[src/inc/dbg_pkg.sv]
// constants, states and bus carriers of the dead-band generator
package dbg_pkg;

  // ----------------------------------------
  // sizes
  // ----------------------------------------
  localparam int DBG_CNT_W = 8;
  localparam int DBG_SRC_N = 16;
  localparam int DBG_GOUT_N = 4;
  localparam int DBG_ADDR_W = 8;
  localparam int DBG_DATA_W = 32;

  // ----------------------------------------
  // register offsets (byte addresses)
  // ----------------------------------------
  localparam logic [7:0] DBG_OFS_CTRL = 8'h00;
  localparam logic [7:0] DBG_OFS_PERIOD = 8'h04;
  localparam logic [7:0] DBG_OFS_COUNT = 8'h08;
  localparam logic [7:0] DBG_OFS_SPARE = 8'h0C;
  localparam logic [7:0] DBG_OFS_INSEL = 8'h10;
  localparam logic [7:0] DBG_OFS_OUTSEL = 8'h14;
  localparam logic [7:0] DBG_OFS_STAT = 8'h18;

  // ----------------------------------------
  // reset values and field positions
  // ----------------------------------------
  localparam logic [7:0] DBG_RST_CTRL = 8'h00;
  localparam logic [7:0] DBG_RST_PERIOD = 8'h00;
  localparam logic [7:0] DBG_RST_COUNT = 8'h00;
  localparam logic [7:0] DBG_RST_INSEL = 8'h00;
  localparam logic [7:0] DBG_RST_OUTSEL = 8'h00;
  localparam int DBG_CTRL_EN_BIT = 0;
  localparam int DBG_INSEL_CLK_LSB = 0;
  localparam int DBG_INSEL_KILL_LSB = 4;
  localparam int DBG_OUTSEL_F0_LSB = 0;
  localparam int DBG_OUTSEL_F0_EN = 2;
  localparam int DBG_OUTSEL_F1_LSB = 4;
  localparam int DBG_OUTSEL_F1_EN = 6;
  localparam logic [1:0] DBG_RESP_OKAY = 2'h0;
  localparam logic [1:0] DBG_RESP_SLVERR = 2'h2;

  // ----------------------------------------
  // sequencer states, gray along the edge cycle
  // ----------------------------------------
  typedef enum logic [2:0] {
    DBG_S_WAIT = 3'h0,
    DBG_S_DEAD_R = 3'h1,
    DBG_S_ON = 3'h3,
    DBG_S_DEAD_F = 3'h7,
    DBG_S_OFF = 3'h5
  } dbg_state_t;

  // ----------------------------------------
  // axi4-lite carriers
  // ----------------------------------------
  typedef struct packed {
    logic [DBG_ADDR_W-1:0] awaddr;
    logic awvalid;
    logic [DBG_DATA_W-1:0] wdata;
    logic [3:0] wstrb;
    logic wvalid;
    logic bready;
    logic [DBG_ADDR_W-1:0] araddr;
    logic arvalid;
    logic rready;
  } dbg_axi_req_t;

  typedef struct packed {
    logic awready;
    logic wready;
    logic [1:0] bresp;
    logic bvalid;
    logic arready;
    logic [DBG_DATA_W-1:0] rdata;
    logic [1:0] rresp;
    logic rvalid;
  } dbg_axi_rsp_t;

endpackage

[src/verilog/dbg_deadband.sv]
// dead-band generator with axi4-lite register slave
`timescale 1ns/1ps

// Notes on behaviour
// - two outputs, in phase and inverted, same frequency, never both high
// - 8-bit down counter times the dead interval; both outputs low during it
// - rising input edge drops inverted output, counter runs down from loaded value
// - counter at zero after rising edge raises in-phase output
// - falling edge drops in-phase output; inverted rises after the same dead time
// - counter fixed at 8 bits, at most 256 ticks of dead time
// - period write while disabled also loads the counter
// - every input edge while enabled and not killed reloads the counter from the period register
// - third data register has no function here
// - control register holds one enable bit
// - waveform input is always the preceding block's primary output
// - output high times equal input high or low time less dead time
// - selected block clock decrements the counter, one step per clock
// - kill input high forces both outputs low
// - clock and kill sources picked by the input select register
// - both outputs routable to the global output bus by output select
// - following block sees only the in-phase output as its clock
// - block interrupt on each rising edge of the in-phase output
// - dead time is block clock period times one plus period value
// - input select: clock source in low nibble, kill source in high nibble
module dbg_deadband (
  input wire logic ref_clk,
  input wire logic nrst,
  input wire dbg_pkg::dbg_axi_req_t axi_req,
  output dbg_pkg::dbg_axi_rsp_t axi_rsp,
  input wire logic wave_in,
  input wire logic [dbg_pkg::DBG_SRC_N-1:0] clk_src_in,
  input wire logic [dbg_pkg::DBG_SRC_N-1:0] kill_src_in,
  output logic in_phase_out,
  output logic inverted_phase_out,
  output logic next_blk_clk_out,
  output logic block_irq,
  output logic [dbg_pkg::DBG_GOUT_N-1:0] global_out
);
  import dbg_pkg::*;

  // ----------------------------------------
  // helpers
  // ----------------------------------------
  function automatic logic dbg_pick(input logic [DBG_SRC_N-1:0] vec, input logic [3:0] sel);
    dbg_pick = vec[sel];
  endfunction

  function automatic logic [DBG_GOUT_N-1:0] dbg_line(input logic [1:0] sel, input logic en, input logic sig);
    logic [DBG_GOUT_N-1:0] m;
    m = '0;
    m[sel] = en & sig;
    dbg_line = m;
  endfunction

  // ----------------------------------------
  // registers and state
  // ----------------------------------------
  logic [7:0] ctrl_q;
  logic [7:0] period_q;
  logic [7:0] insel_q;
  logic [7:0] outsel_q;
  logic [DBG_CNT_W-1:0] count_q;
  logic [DBG_CNT_W-1:0] count_d;
  dbg_state_t state_q;
  dbg_state_t state_d;
  logic wave_q;
  logic src_clk_q;
  logic aw_have_q;
  logic w_have_q;
  logic [DBG_ADDR_W-1:0] awaddr_q;
  logic [DBG_DATA_W-1:0] wdata_q;
  logic [3:0] wstrb_q;
  logic awready_q;
  logic wready_q;
  logic [1:0] bresp_q;
  logic bvalid_q;
  logic arready_q;
  logic [DBG_DATA_W-1:0] rdata_q;
  logic [1:0] rresp_q;
  logic rvalid_q;
  logic [DBG_DATA_W-1:0] rdata_d;
  logic rd_ok_d;
  logic wr_ok;
  logic do_wr;
  logic period_wr;
  logic en;
  logic kill;
  logic run;
  logic src_clk;
  logic tick;
  logic rise;
  logic fall;

  // separate flops so every response bit has exactly one driving process
  assign axi_rsp = {awready_q, wready_q, bresp_q, bvalid_q, arready_q, rdata_q, rresp_q, rvalid_q};
  assign en = ctrl_q[DBG_CTRL_EN_BIT];

  // ----------------------------------------
  // input selection and edge detection
  // ----------------------------------------
  // source multiplexers
  assign src_clk = dbg_pick(clk_src_in, insel_q[DBG_INSEL_CLK_LSB +: 4]);
  assign kill = dbg_pick(kill_src_in, insel_q[DBG_INSEL_KILL_LSB +: 4]);
  assign tick = src_clk & ~src_clk_q;
  assign rise = wave_in & ~wave_q;
  assign fall = ~wave_in & wave_q;
  assign run = en & ~kill;

  always_ff @(posedge ref_clk or negedge nrst)
  begin
    if (!nrst)
    begin
      wave_q <= 1'b0;
      src_clk_q <= 1'b0;
    end
    else
    begin
      wave_q <= wave_in;
      src_clk_q <= src_clk;
    end
  end

  // ----------------------------------------
  // dead-time sequencer
  // ----------------------------------------
  // a pulse shorter than the dead time restarts the count, so its output never rises
  always_comb
  begin
    state_d = state_q;
    count_d = count_q;
    if (!run)
      state_d = DBG_S_WAIT;
    else if (rise)
    begin
      state_d = DBG_S_DEAD_R;
      count_d = period_q;
    end
    else if (fall)
    begin
      state_d = DBG_S_DEAD_F;
      count_d = period_q;
    end
    else
    begin
      unique case (state_q)
        DBG_S_WAIT, DBG_S_ON, DBG_S_OFF:
          state_d = state_q;
        DBG_S_DEAD_R:
          if (tick)
          begin
            if (count_q == '0)
              state_d = DBG_S_ON;
            else
              count_d = count_q - 1'b1;
          end
        DBG_S_DEAD_F:
          if (tick)
          begin
            if (count_q == '0)
              state_d = DBG_S_OFF;
            else
              count_d = count_q - 1'b1;
          end
        default:
          state_d = DBG_S_WAIT;
      endcase
    end
  end

  always_ff @(posedge ref_clk or negedge nrst)
  begin
    if (!nrst)
      state_q <= DBG_S_WAIT;
    else
      state_q <= state_d;
  end

  always_ff @(posedge ref_clk or negedge nrst)
  begin
    if (!nrst)
      count_q <= DBG_RST_COUNT;
    else if (period_wr && !en)
      count_q <= wdata_q[DBG_CNT_W-1:0];
    else
      count_q <= count_d;
  end

  // ----------------------------------------
  // outputs
  // ----------------------------------------
  // outputs decoded from one state
  // high only after the dead interval
  always_ff @(posedge ref_clk or negedge nrst)
  begin
    if (!nrst)
    begin
      in_phase_out <= 1'b0;
      inverted_phase_out <= 1'b0;
      next_blk_clk_out <= 1'b0;
      block_irq <= 1'b0;
    end
    else
    begin
      in_phase_out <= (state_d == DBG_S_ON);
      inverted_phase_out <= (state_d == DBG_S_OFF);
      // chained clock is the in-phase output
      next_blk_clk_out <= (state_d == DBG_S_ON);
      block_irq <= (state_d == DBG_S_ON) && (state_q != DBG_S_ON);
    end
  end

  always_ff @(posedge ref_clk or negedge nrst)
  begin
    if (!nrst)
      global_out <= '0;
    else
      global_out <= dbg_line(outsel_q[DBG_OUTSEL_F0_LSB +: 2], outsel_q[DBG_OUTSEL_F0_EN], state_d == DBG_S_ON)
        | dbg_line(outsel_q[DBG_OUTSEL_F1_LSB +: 2], outsel_q[DBG_OUTSEL_F1_EN], state_d == DBG_S_OFF);
  end

  // ----------------------------------------
  // axi4-lite write channel
  // ----------------------------------------
  assign do_wr = aw_have_q & w_have_q & ~bvalid_q;
  assign period_wr = do_wr && (awaddr_q == DBG_OFS_PERIOD) && wstrb_q[0];
  // spare data register accepts and drops writes
  assign wr_ok = (awaddr_q == DBG_OFS_CTRL) || (awaddr_q == DBG_OFS_PERIOD) || (awaddr_q == DBG_OFS_COUNT)
    || (awaddr_q == DBG_OFS_SPARE) || (awaddr_q == DBG_OFS_INSEL) || (awaddr_q == DBG_OFS_OUTSEL)
    || (awaddr_q == DBG_OFS_STAT);

  always_ff @(posedge ref_clk or negedge nrst)
  begin
    if (!nrst)
    begin
      aw_have_q <= 1'b0;
      awaddr_q <= '0;
      awready_q <= 1'b1;
    end
    else if (axi_req.awvalid && awready_q)
    begin
      aw_have_q <= 1'b1;
      awaddr_q <= axi_req.awaddr;
      awready_q <= 1'b0;
    end
    else if (do_wr)
      aw_have_q <= 1'b0;
    else if (bvalid_q && axi_req.bready)
      awready_q <= 1'b1;
  end

  always_ff @(posedge ref_clk or negedge nrst)
  begin
    if (!nrst)
    begin
      w_have_q <= 1'b0;
      wdata_q <= '0;
      wstrb_q <= '0;
      wready_q <= 1'b1;
    end
    else if (axi_req.wvalid && wready_q)
    begin
      w_have_q <= 1'b1;
      wdata_q <= axi_req.wdata;
      wstrb_q <= axi_req.wstrb;
      wready_q <= 1'b0;
    end
    else if (do_wr)
      w_have_q <= 1'b0;
    else if (bvalid_q && axi_req.bready)
      wready_q <= 1'b1;
  end

  always_ff @(posedge ref_clk or negedge nrst)
  begin
    if (!nrst)
    begin
      bvalid_q <= 1'b0;
      bresp_q <= DBG_RESP_OKAY;
    end
    else if (do_wr)
    begin
      bvalid_q <= 1'b1;
      bresp_q <= wr_ok ? DBG_RESP_OKAY : DBG_RESP_SLVERR;
    end
    else if (axi_req.bready)
      bvalid_q <= 1'b0;
  end

  // only byte lane 0 carries register bits
  always_ff @(posedge ref_clk or negedge nrst)
  begin
    if (!nrst)
    begin
      ctrl_q <= DBG_RST_CTRL;
      period_q <= DBG_RST_PERIOD;
      insel_q <= DBG_RST_INSEL;
      outsel_q <= DBG_RST_OUTSEL;
    end
    else if (do_wr && wstrb_q[0])
    begin
      if (awaddr_q == DBG_OFS_CTRL)
        ctrl_q <= {7'h00, wdata_q[DBG_CTRL_EN_BIT]};
      if (awaddr_q == DBG_OFS_PERIOD)
        period_q <= wdata_q[7:0];
      if (awaddr_q == DBG_OFS_INSEL)
        insel_q <= wdata_q[7:0];
      if (awaddr_q == DBG_OFS_OUTSEL)
        outsel_q <= wdata_q[7:0] & 8'h77;
    end
  end

  // ----------------------------------------
  // axi4-lite read channel
  // ----------------------------------------
  always_comb
  begin
    rdata_d = '0;
    rd_ok_d = 1'b1;
    unique case (axi_req.araddr)
      DBG_OFS_CTRL: rdata_d[7:0] = ctrl_q;
      DBG_OFS_PERIOD: rdata_d[7:0] = period_q;
      DBG_OFS_COUNT: rdata_d[DBG_CNT_W-1:0] = count_q;
      DBG_OFS_SPARE: rdata_d = '0;
      DBG_OFS_INSEL: rdata_d[7:0] = insel_q;
      DBG_OFS_OUTSEL: rdata_d[7:0] = outsel_q;
      DBG_OFS_STAT: rdata_d[7:0] = {1'b0, state_q, wave_q, kill, inverted_phase_out, in_phase_out};
      default: rd_ok_d = 1'b0;
    endcase
  end

  always_ff @(posedge ref_clk or negedge nrst)
  begin
    if (!nrst)
    begin
      arready_q <= 1'b1;
      rvalid_q <= 1'b0;
      rdata_q <= '0;
      rresp_q <= DBG_RESP_OKAY;
    end
    else if (axi_req.arvalid && arready_q)
    begin
      arready_q <= 1'b0;
      rvalid_q <= 1'b1;
      rdata_q <= rdata_d;
      rresp_q <= rd_ok_d ? DBG_RESP_OKAY : DBG_RESP_SLVERR;
    end
    else if (rvalid_q && axi_req.rready)
    begin
      rvalid_q <= 1'b0;
      arready_q <= 1'b1;
    end
  end

  // helper: ticks spent in a rising dead interval and the value loaded for it
  logic [8:0] dead_ticks_q;
  logic [7:0] dead_load_q;
  always_ff @(posedge ref_clk or negedge nrst)
  begin
    if (!nrst)
    begin
      dead_ticks_q <= '0;
      dead_load_q <= '0;
    end
    else if (run && rise)
    begin
      dead_ticks_q <= '0;
      dead_load_q <= period_q;
    end
    else if (state_q == DBG_S_DEAD_R && tick)
      dead_ticks_q <= dead_ticks_q + 9'h001;
  end
endmodule // dbg_deadband
[config.mk]
export PLATFORM = sky130hd
export DESIGN_NAME = dbg_deadband
export DESIGN_NICKNAME = d
export VERILOG_FILES = /design/src/inc/dbg_pkg.sv /design/src/verilog/dbg_deadband.sv
export SDC_FILE = /design/constraint.sdc
export NUM_CORES = 1
export LEC_CHECK = 0
export ABC_AREA = 1
export BUFFER_PORTS_ARGS = -buffer_cell sky130_fd_sc_hd__buf_2
export CELL_PAD_IN_SITES_DETAIL_PLACEMENT = 1
export CELL_PAD_IN_SITES_GLOBAL_PLACEMENT = 1
export CORE_MARGIN = 3
export CORE_UTILIZATION = 38
export CTS_BUF_LIST = sky130_fd_sc_hd__clkbuf_4
export CTS_CLUSTER_SIZE = 8
export DETAILED_ROUTE_END_ITERATION = 10
export PLACE_DENSITY = 0.86
export RECOVER_POWER = 25
export SYNTH_ARGS = -nofsm -noshare
export SYNTH_HDL_FRONTEND = slang
export SYNTH_SLANG_ARGS = --single-unit
[constraint.sdc]
create_clock -name ref_clk -period 2.4 [get_ports ref_clk]
set_clock_uncertainty 0.05 [all_clocks]
set_input_delay 0.12 -clock ref_clk [delete_from_list [all_inputs] [get_ports ref_clk]]
set_output_delay 0.12 -clock ref_clk [all_outputs]
set_load 0.03 [all_outputs]
==> metrics.md, run 1 <==
| Metric | Value |
|---|---|
| Kind of critical path | `reg -> reg` |
| H-tree depth | `3` |
| Drt first-iter violations | `172` |
| Detailed-route wire length | `12.4 mm` |
| Most used cell along the critical path | `nor2_4` |
| Critical Path Sink Type | `flop` |
| Final global-route overflow total | `0` |
| Highest clock rate | `457 MHz` |
| Fraction of power consumed by sequential logic | `44.9%` |
| Number of cell rows | `38` |
| Crit-path max cell delay | `780 ps` |
| Number of warnings printed during yosys synthesis | `0` |
| Number of nets with antenna violations after routing | `0` |
| Setup TNS | `0 ps` |
| Prevailing post-synth register cell | `dfrtp_1` |
| Internal power | `0.00246 W` |
| Per-cell via count in the routed design | `4.88` |
| Outcome | `finished, violations left` |
| Highest fanout seen on the critical path | `18` |
| Total of cells resized after clock tree synthesis | `0` |
| Die height | `113 µm` |
| Type of origin of the critical path | `flop` |
| Area of the die | `12,700 µm²` |
| Worst hold slack across all endpoints | `37.7 ps` |
| Clock-pin slew on the worst setup and hold paths | `160 ps` |
| N_diodes | `0` |
| Root Driver | `clkbuf_4` |
| P_leak | `2.60 nW` |
| Fraction of power spent switching nets | `42.2%` |
| Initial antenna violation count | `0` |
| Post-route worst setup slack | `212 ps` |
| Share of cells above drive strength 1 | `20.9%` |
| Netlist cell types | `42` |
| DP HPWL | `9.11 mm` |
| Number of synthesized flops with an enable pin | `0` |
| Net Sw Power | `0.00180 W` |
| Top-level I/O count | `141` |
| Top post-synthesis cells by count | `nand2_1 (98), inv_1 (87), dfrtp_1 (74)` |
| Max-cap violations | `1` |
| Total count of hold-check failures in the final report | `0` |
| X dimension of the die | `113 µm` |
| Worst Path Buf+Inv | `1` |
| Area delta synth->final | `18.5%` |
| Placeable Area | `11,000 µm²` |
| Fillcell total | `1,422` |
| Setup violations, final | `0` |
| Cells along the critical path | `a21oi_1 > o21ai_0 > nand3_1 > nand3_2 > nand2_2 > nor2_4 > inv_2 > nor2_8 > nand3_4 > nor2_4 > nand2_1 > o21ai_1` |
| Clock network power share | `21.0%` |
| Final total power | `0.00426 W` |
| Initial core utilization | `39.5%` |
| Maximum number of pins on one net before global-route repair | `78` |
| Unrepaired setup endpoints after global routing | `false` |
| Remaining routing DRC violations | `0` |
| Worst hold path type | `in -> reg` |
| Data required time at the worst endpoint | `2720 ps` |
| Max Slew Vio Count | `78` |
| Initial DRT Pass Iterations | `4` |
| Cell class contributing the biggest share of worst-path delay | `simple AND/OR/NAND/NOR gates` |
| Min Tclk post-route | `2190 ps` |
| PwrDens | `828 nW/µm²` |
| Global-route usage over all layers | `19.6%` |
| Signal arrival time at the worst endpoint | `2510 ps` |
| Number of buffers inserted during clock tree synthesis | `9` |
| Proportion of power drawn by combinational gates | `34.1%` |
| Area of the mapped netlist | `4340 µm²` |
| Latest clock arrival within the worst-skew pair | `450 ps` |
| Register area share after synthesis | `44.5%` |
| Final #Nets | `751` |
| Avg Synthesized Cell Area | `7.90 µm²` |
| TritonCTS clock tree | `yes` |
| # port buffers | `87` |
| Worst slew pin tran | `1910 ps` |
| Finished Core Util | `46.8%` |
| Worst rel slew slack | `-27.5%` |
| Most frequent cell after synthesis | `nand2_1` |
| Worst Setup Slack post-DPL | `244 ps` |
| Total number of vias | `3,901` |
| Ratio of final minimum period to clock period | `91.2%` |
| Gpl congestion | `0.834` |
| Violated checks | `capacitance limit, slew limit` |
| Slowest cell on the critical path | `dfrtp_1` |
| Seq cells post-synth | `77` |
| Largest cells by area after synthesis | `dfrtp_1 (43%), nand2_1 (8.5%), inv_1 (7.5%)` |
| Wirelength per Cell | `15.5 µm` |
| Worst voltage drop across the vdd grid | `0.483 mV` |
| Clock Sinks | `77` |
| Clock tree buffer depth | `2` |
| Number of global-route vias before repair | `4,093` |
| First-pass GRT wire length | `20.0 mm` |
| Portion of synthesized cell area occupied by the leading cell type | `42.7%` |
| Number of instances in the synthesized netlist | `549` |
| Post-synth ARST share | `100%` |
| Leading area contributor after synthesis | `dfrtp_1` |
[per-stage QoR]
stage	area (µm²)	instances
after detailed placement	4790	763
after global routing	5140	800
after floorplan	4430	574
after CTS	5160	800
after global placement	4790	763
final	5140	800
[placed cells by master, fill, tap and decap left out, types with 2 or more instances in the layout]
master          n
o211ai_1        2
nand4_1         7
nor2_1         54
nor3_4          2
nand3_1        30
inv_8           3
nand2_2         2
dfrtp_1        74
nand3_2         4
mux2_2          7
o221ai_1        2
conb_1         26
inv_1          87
clkinv_4        2
o21ai_0        49
o211ai_2        2
nand2_1        98
dfstp_2         3
nor3_1          9
o22ai_1         6
clkbuf_4        9
ha_1            4
xor2_1          3
a21oi_1        29
buf_2          86
nor2_4          3
o21ai_1         9
buf_4           4
inv_2           3
dlygate4sd3_1  21
mux2i_1         3
[repair_timing]
action	in CTS	in global routing
hold buffers	21	0
setup endpoints to repair	0	0
setup buffers	0	0
hold endpoints to repair	100	0
[logic make-up (layout without fill, tap and decap cells)]
| logic type | after synthesis | in the layout | share of synthesized area, % |
|---|---|---|---|
| xor gates and xnor gates | 3 | 3 | 0.606 |
| muxes | 10 | 10 | 2.51 |
| and+or+nand+nor | 214 | 214 | 22.7 |
| buffers and inverters | 134 | 220 | 14.9 |
| DFF | 77 | 77 | 44.5 |
| other | 1 | 26 | 0.0864 |
| AOI/OAI and AO/OA | 106 | 106 | 13.6 |
| adders and majority gates | 4 | 4 | 1.15 |
[area by class of cell]
cell class | count | area (µm²) | area share, %
tap | 140 | 175 | 3.41
sequential | 77 | 1930 | 37.6
timing repair buffer | 113 | 679 | 13.2
clock inverter | 7 | 90.1 | 1.75
inverter | 91 | 342 | 6.64
clock buffer | 9 | 67.6 | 1.31
multi-input combinational | 363 | 1860 | 36.1
[worst min-delay path: cells and delay by family]
family	cells	cell delay, ps
buf+inv	1	80
simple gates	4	290
[path summary, 6_finish.rpt]
check | startpoint | end | slack (ps) | cells past startpoint
hold / removal | axi_req[2] | rresp_q[1]$_DFFE_PN0P_ | 40 | 5
max in group asynchronous | nrst | rresp_q[1]$_DFFE_PN0P_ | 400 | 3
min in group asynchronous | nrst | wstrb_q[0]$_DFFE_PN0P_ | 770 | 3
setup reg to reg | insel_q[4]$_DFFE_PN0P_ | global_out[3]$_DFF_PN0_ | 210 | 12
setup / recovery | insel_q[4]$_DFFE_PN0P_ | global_out[3]$_DFF_PN0_ | 210 | 12
hold reg to reg | rdata_q[1]$_DFFE_PN0P_ | rdata_q[1]$_DFFE_PN0P_ | 450 | 2
[power groups by stage]
stage	registers [W]	logic (W)	clock network [W]
2_1_floorplan	0.00188	0.00109	0
3_3_place_gp	0.00190	0.00134	0
3_5_place_dp	0.00193	0.00142	0
6_report	0.00191	0.00145	0.000892
5_1_grt	0.00196	0.00162	0.000969
4_1_cts	0.00191	0.00145	0.000912
[state kept, by name, summed over array words and instances (netlist names), 3 cells and up]
signal,count
awaddr_q,8
count_q,8
insel_q,8
period_q,8
rdata_q,8
wdata_q,8
outsel_q,6
global_out,4
state_q,3
[routing by layer]
layer	track usage, %	part of all wire, %	routed length [µm]
met1	24.2	41	5120
met5	0	0	0
met2	34.6	51	6360
met4	5.69	1.4	172
met3	4.28	5.7	705
(Power assumes the default switching activity.)
==> run 2: changes to the inputs <==
Settings changed: CORE_UTILIZATION 38 to 34, PLACE_DENSITY 0.86 to 0.82.
Clock period 2.4 ns to 1.9 ns, I/O delays scaled along.
==> run 2 against run 1 <==
  * The flow finishes with violations (setup timing)
  * Non-clock buffer count rose by 25
  * Final cell count rose by 6.6%
  * Utilization is 1.3 points lower
  * Sequential share of layout area fell by 2.9 points
  * Hold slack improved by 12 ps
  * Critical path type unchanged
==> metrics.md, run 2 (synthesis results as in run 1) <==
| Metric | Value |
|---|---|
| Max-cap violations | `0 (-1)` |
| Area delta synth->final | `28.6%` |
| Total number of vias | `4,062 (+4.1%)` |
| Remaining routing DRC violations | `0 (unchanged)` |
| Highest clock rate | `500 MHz (+9.3%)` |
| Clock Sinks | `77 (unchanged)` |
| Clock-pin slew on the worst setup and hold paths | `130 ps (-30 ps)` |
| Worst hold slack across all endpoints | `49.5 ps (+11.8 ps)` |
| Kind of critical path | `reg -> reg` |
| Cells on Worst Hold Path | `3 (-2)` |
| Setup violations, final | `13 (+13)` |
| First-pass GRT wire length | `21.4 mm (+7.2%)` |
| Drt first-iter violations | `237 (+38%)` |
| Final total power | `0.00576 W (+35%)` |
| Most common library cell in the layout ignoring fill and taps | `inv_1` |
| PwrDens | `1030 nW/µm² (+25%)` |
| Cell count of the worst reg-to-reg path | `13 (+1)` |
| Final #Nets | `776 (+3.3%)` |
| Global-route usage over all layers | `18.7% (-0.92 points)` |
| P_leak | `2.78 nW (+6.7%)` |
| Fillcell total | `1,533 (+7.8%)` |
| Number of buffers inserted during clock tree synthesis | `9 (unchanged)` |
| Worst voltage drop across the vdd grid | `0.707 mV (+46%)` |
| Number of cell rows | `40 (+5.3%)` |
| Initial core utilization | `35.4% (-4.1 points)` |
| Violated checks | `setup timing` |
| Per-cell via count in the routed design | `4.76 (-2.3%)` |
| Die height | `119 µm (+5.4%)` |
| Total count of hold-check failures in the final report | `0 (unchanged)` |
| Data required time at the worst endpoint | `2220 ps (-500 ps)` |
| Initial antenna violation count | `0 (unchanged)` |
| Final global-route overflow total | `0 (unchanged)` |
| Highest-count cells in the layout ignoring fill and taps | `inv_1 (87), nand2_1 (86), buf_2 (85)` |
| Share of cells above drive strength 1 | `28.2% (+7.3 points)` |
| Post-route worst setup slack | `-102 ps (-314 ps)` |
| # port buffers | `87 (unchanged)` |
| Signal arrival time at the worst endpoint | `2330 ps (-180 ps)` |
| Unrepaired setup endpoints after global routing | `true` |
| Clock tree buffer depth | `2 (unchanged)` |
| Number of nets with antenna violations after routing | `0 (unchanged)` |
| H-tree depth | `3 (unchanged)` |
| Placeable Area | `12,300 µm² (+12%)` |
| DP HPWL | `9.66 mm (+6.0%)` |
| Ratio of final minimum period to clock period | `105% (+14 points)` |
| Worst hold path type | `in -> reg` |
| Min Tclk post-route | `2000 ps (-186 ps)` |
| Max Slew Vio Count | `0 (-100%)` |
| N_diodes | `0 (unchanged)` |
| Worst slew pin tran | `1040 ps (-871 ps)` |
| Latest clock arrival within the worst-skew pair | `450 ps (about the same)` |
| Worst Setup Slack post-DPL | `-202 ps (-446 ps)` |
| Area of the die | `14,200 µm² (+11%)` |
| X dimension of the die | `119 µm (+5.4%)` |
| Number of global-route vias before repair | `4,266 (+4.2%)` |
| Gpl congestion | `0.866 (+3.8%)` |
| Highest fanout seen on the critical path | `5 (-13)` |
| Root Driver | `clkbuf_4` |
| Wirelength per Cell | `15.7 µm (+1.7%)` |
| Outcome | `finished, violations left` |
| Top-level I/O count | `141 (unchanged)` |
| Maximum number of pins on one net before global-route repair | `40 (-49%)` |
| Detailed-route wire length | `13.4 mm (+8.5%)` |
| Type of origin of the critical path | `flop` |
| Initial DRT Pass Iterations | `4 (unchanged)` |
| TritonCTS clock tree | `yes` |
| Worst rel slew slack | `30.6% (+58 points)` |
| Critical Path Sink Type | `flop` |
-- run 2: changes by cell type in the layout (fill, tap and decap cells not counted), moves of 4 or more --
cell and change:
nand2_2 +9, nand3_2 +7, o21ai_0 -4, nand2_1 -12, nand3_1 -9, buf_4 +13
buf_6 +9
-- run 2: worst paths after layout --
kind | start | endpoint | slack [ps]
setup / recovery | insel_q[0]$_DFFE_PN0P_ | count_q[0]$_DFFE_PN0P_ | -100
hold / removal | axi_req[11] | w_have_q$_DFFE_PN0P_ | 50
setup reg to reg | insel_q[0]$_DFFE_PN0P_ | count_q[0]$_DFFE_PN0P_ | -100
hold reg to reg | rdata_q[7]$_DFFE_PN0P_ | rdata_q[7]$_DFFE_PN0P_ | 440
max in group asynchronous | nrst | insel_q[4]$_DFFE_PN0P_ | 270
min in group asynchronous | nrst | awaddr_q[5]$_DFFE_PN0P_ | 290
-- run 2: report_power, final --
part	switching, W	internal [W]	leakage [nW]	total (W)
combinational	0.00139	0.000782	1.71	0.00217
clock	0.000613	0.000568	0.0873	0.00118
sequential	0.000340	0.00207	0.983	0.00241
total	0.00234	0.00342	2.78	0.00576
-- run 2: what timing repair did --
action                     4_1_cts  5_1_grt
pin swaps                       21       17
hold endpoints to repair        99        0
hold buffers                    23        0
setup endpoints to repair       16       24
buffers inserted                 3        1
gates resized for setup         22       33
-- run 2: cell type report --
cell class              instances  area, µm²  area share [%]
clock inverters                 5       85.1            1.53
clock buffers                  11       82.6            1.48
well taps                     168        210            3.77
multi-input cells             363       1990            35.7
repair buffers                138        921            16.5
flip-flops and latches         77       1930            34.7
inverters                      91        352            6.30
-- run 2: layer usage --
metal | vias up | wire length (µm) | GRT usage (%)
met5 | - | 0 | 0
li1 | 1966 | - | -
met1 | 1972 | 5780 | 23.7
met2 | 107 | 6760 | 32.0
met4 | 0 | 230 | 5.29
met3 | 17 | 634 | 4.51
-- run 2: worst max-delay path, stage by stage (launching register included) --
cell and delay [ps]:
dfrtp_2 490, buf_6 150, nand2_1 60, nand3_1 90, nand3_1 90, nand3_1 90
nand2_2 120, nand2_1 80, o21ai_2 130, nand3_2 140, buf_6 160, nor2_1 120
a21oi_1 70, o21ai_0 80
-- run 2: metrics by stage --
stage	area (µm²)	cells	util [%]	TNS (ps)
detailed placement	4970	810	40.5	-1830
CTS	5470	852	44.6	-147
floorplan	4430	574	-	0
global route	5580	853	45.5	-1810
finish	5580	853	45.5	-571
global placement	4970	810	40.5	-76.9
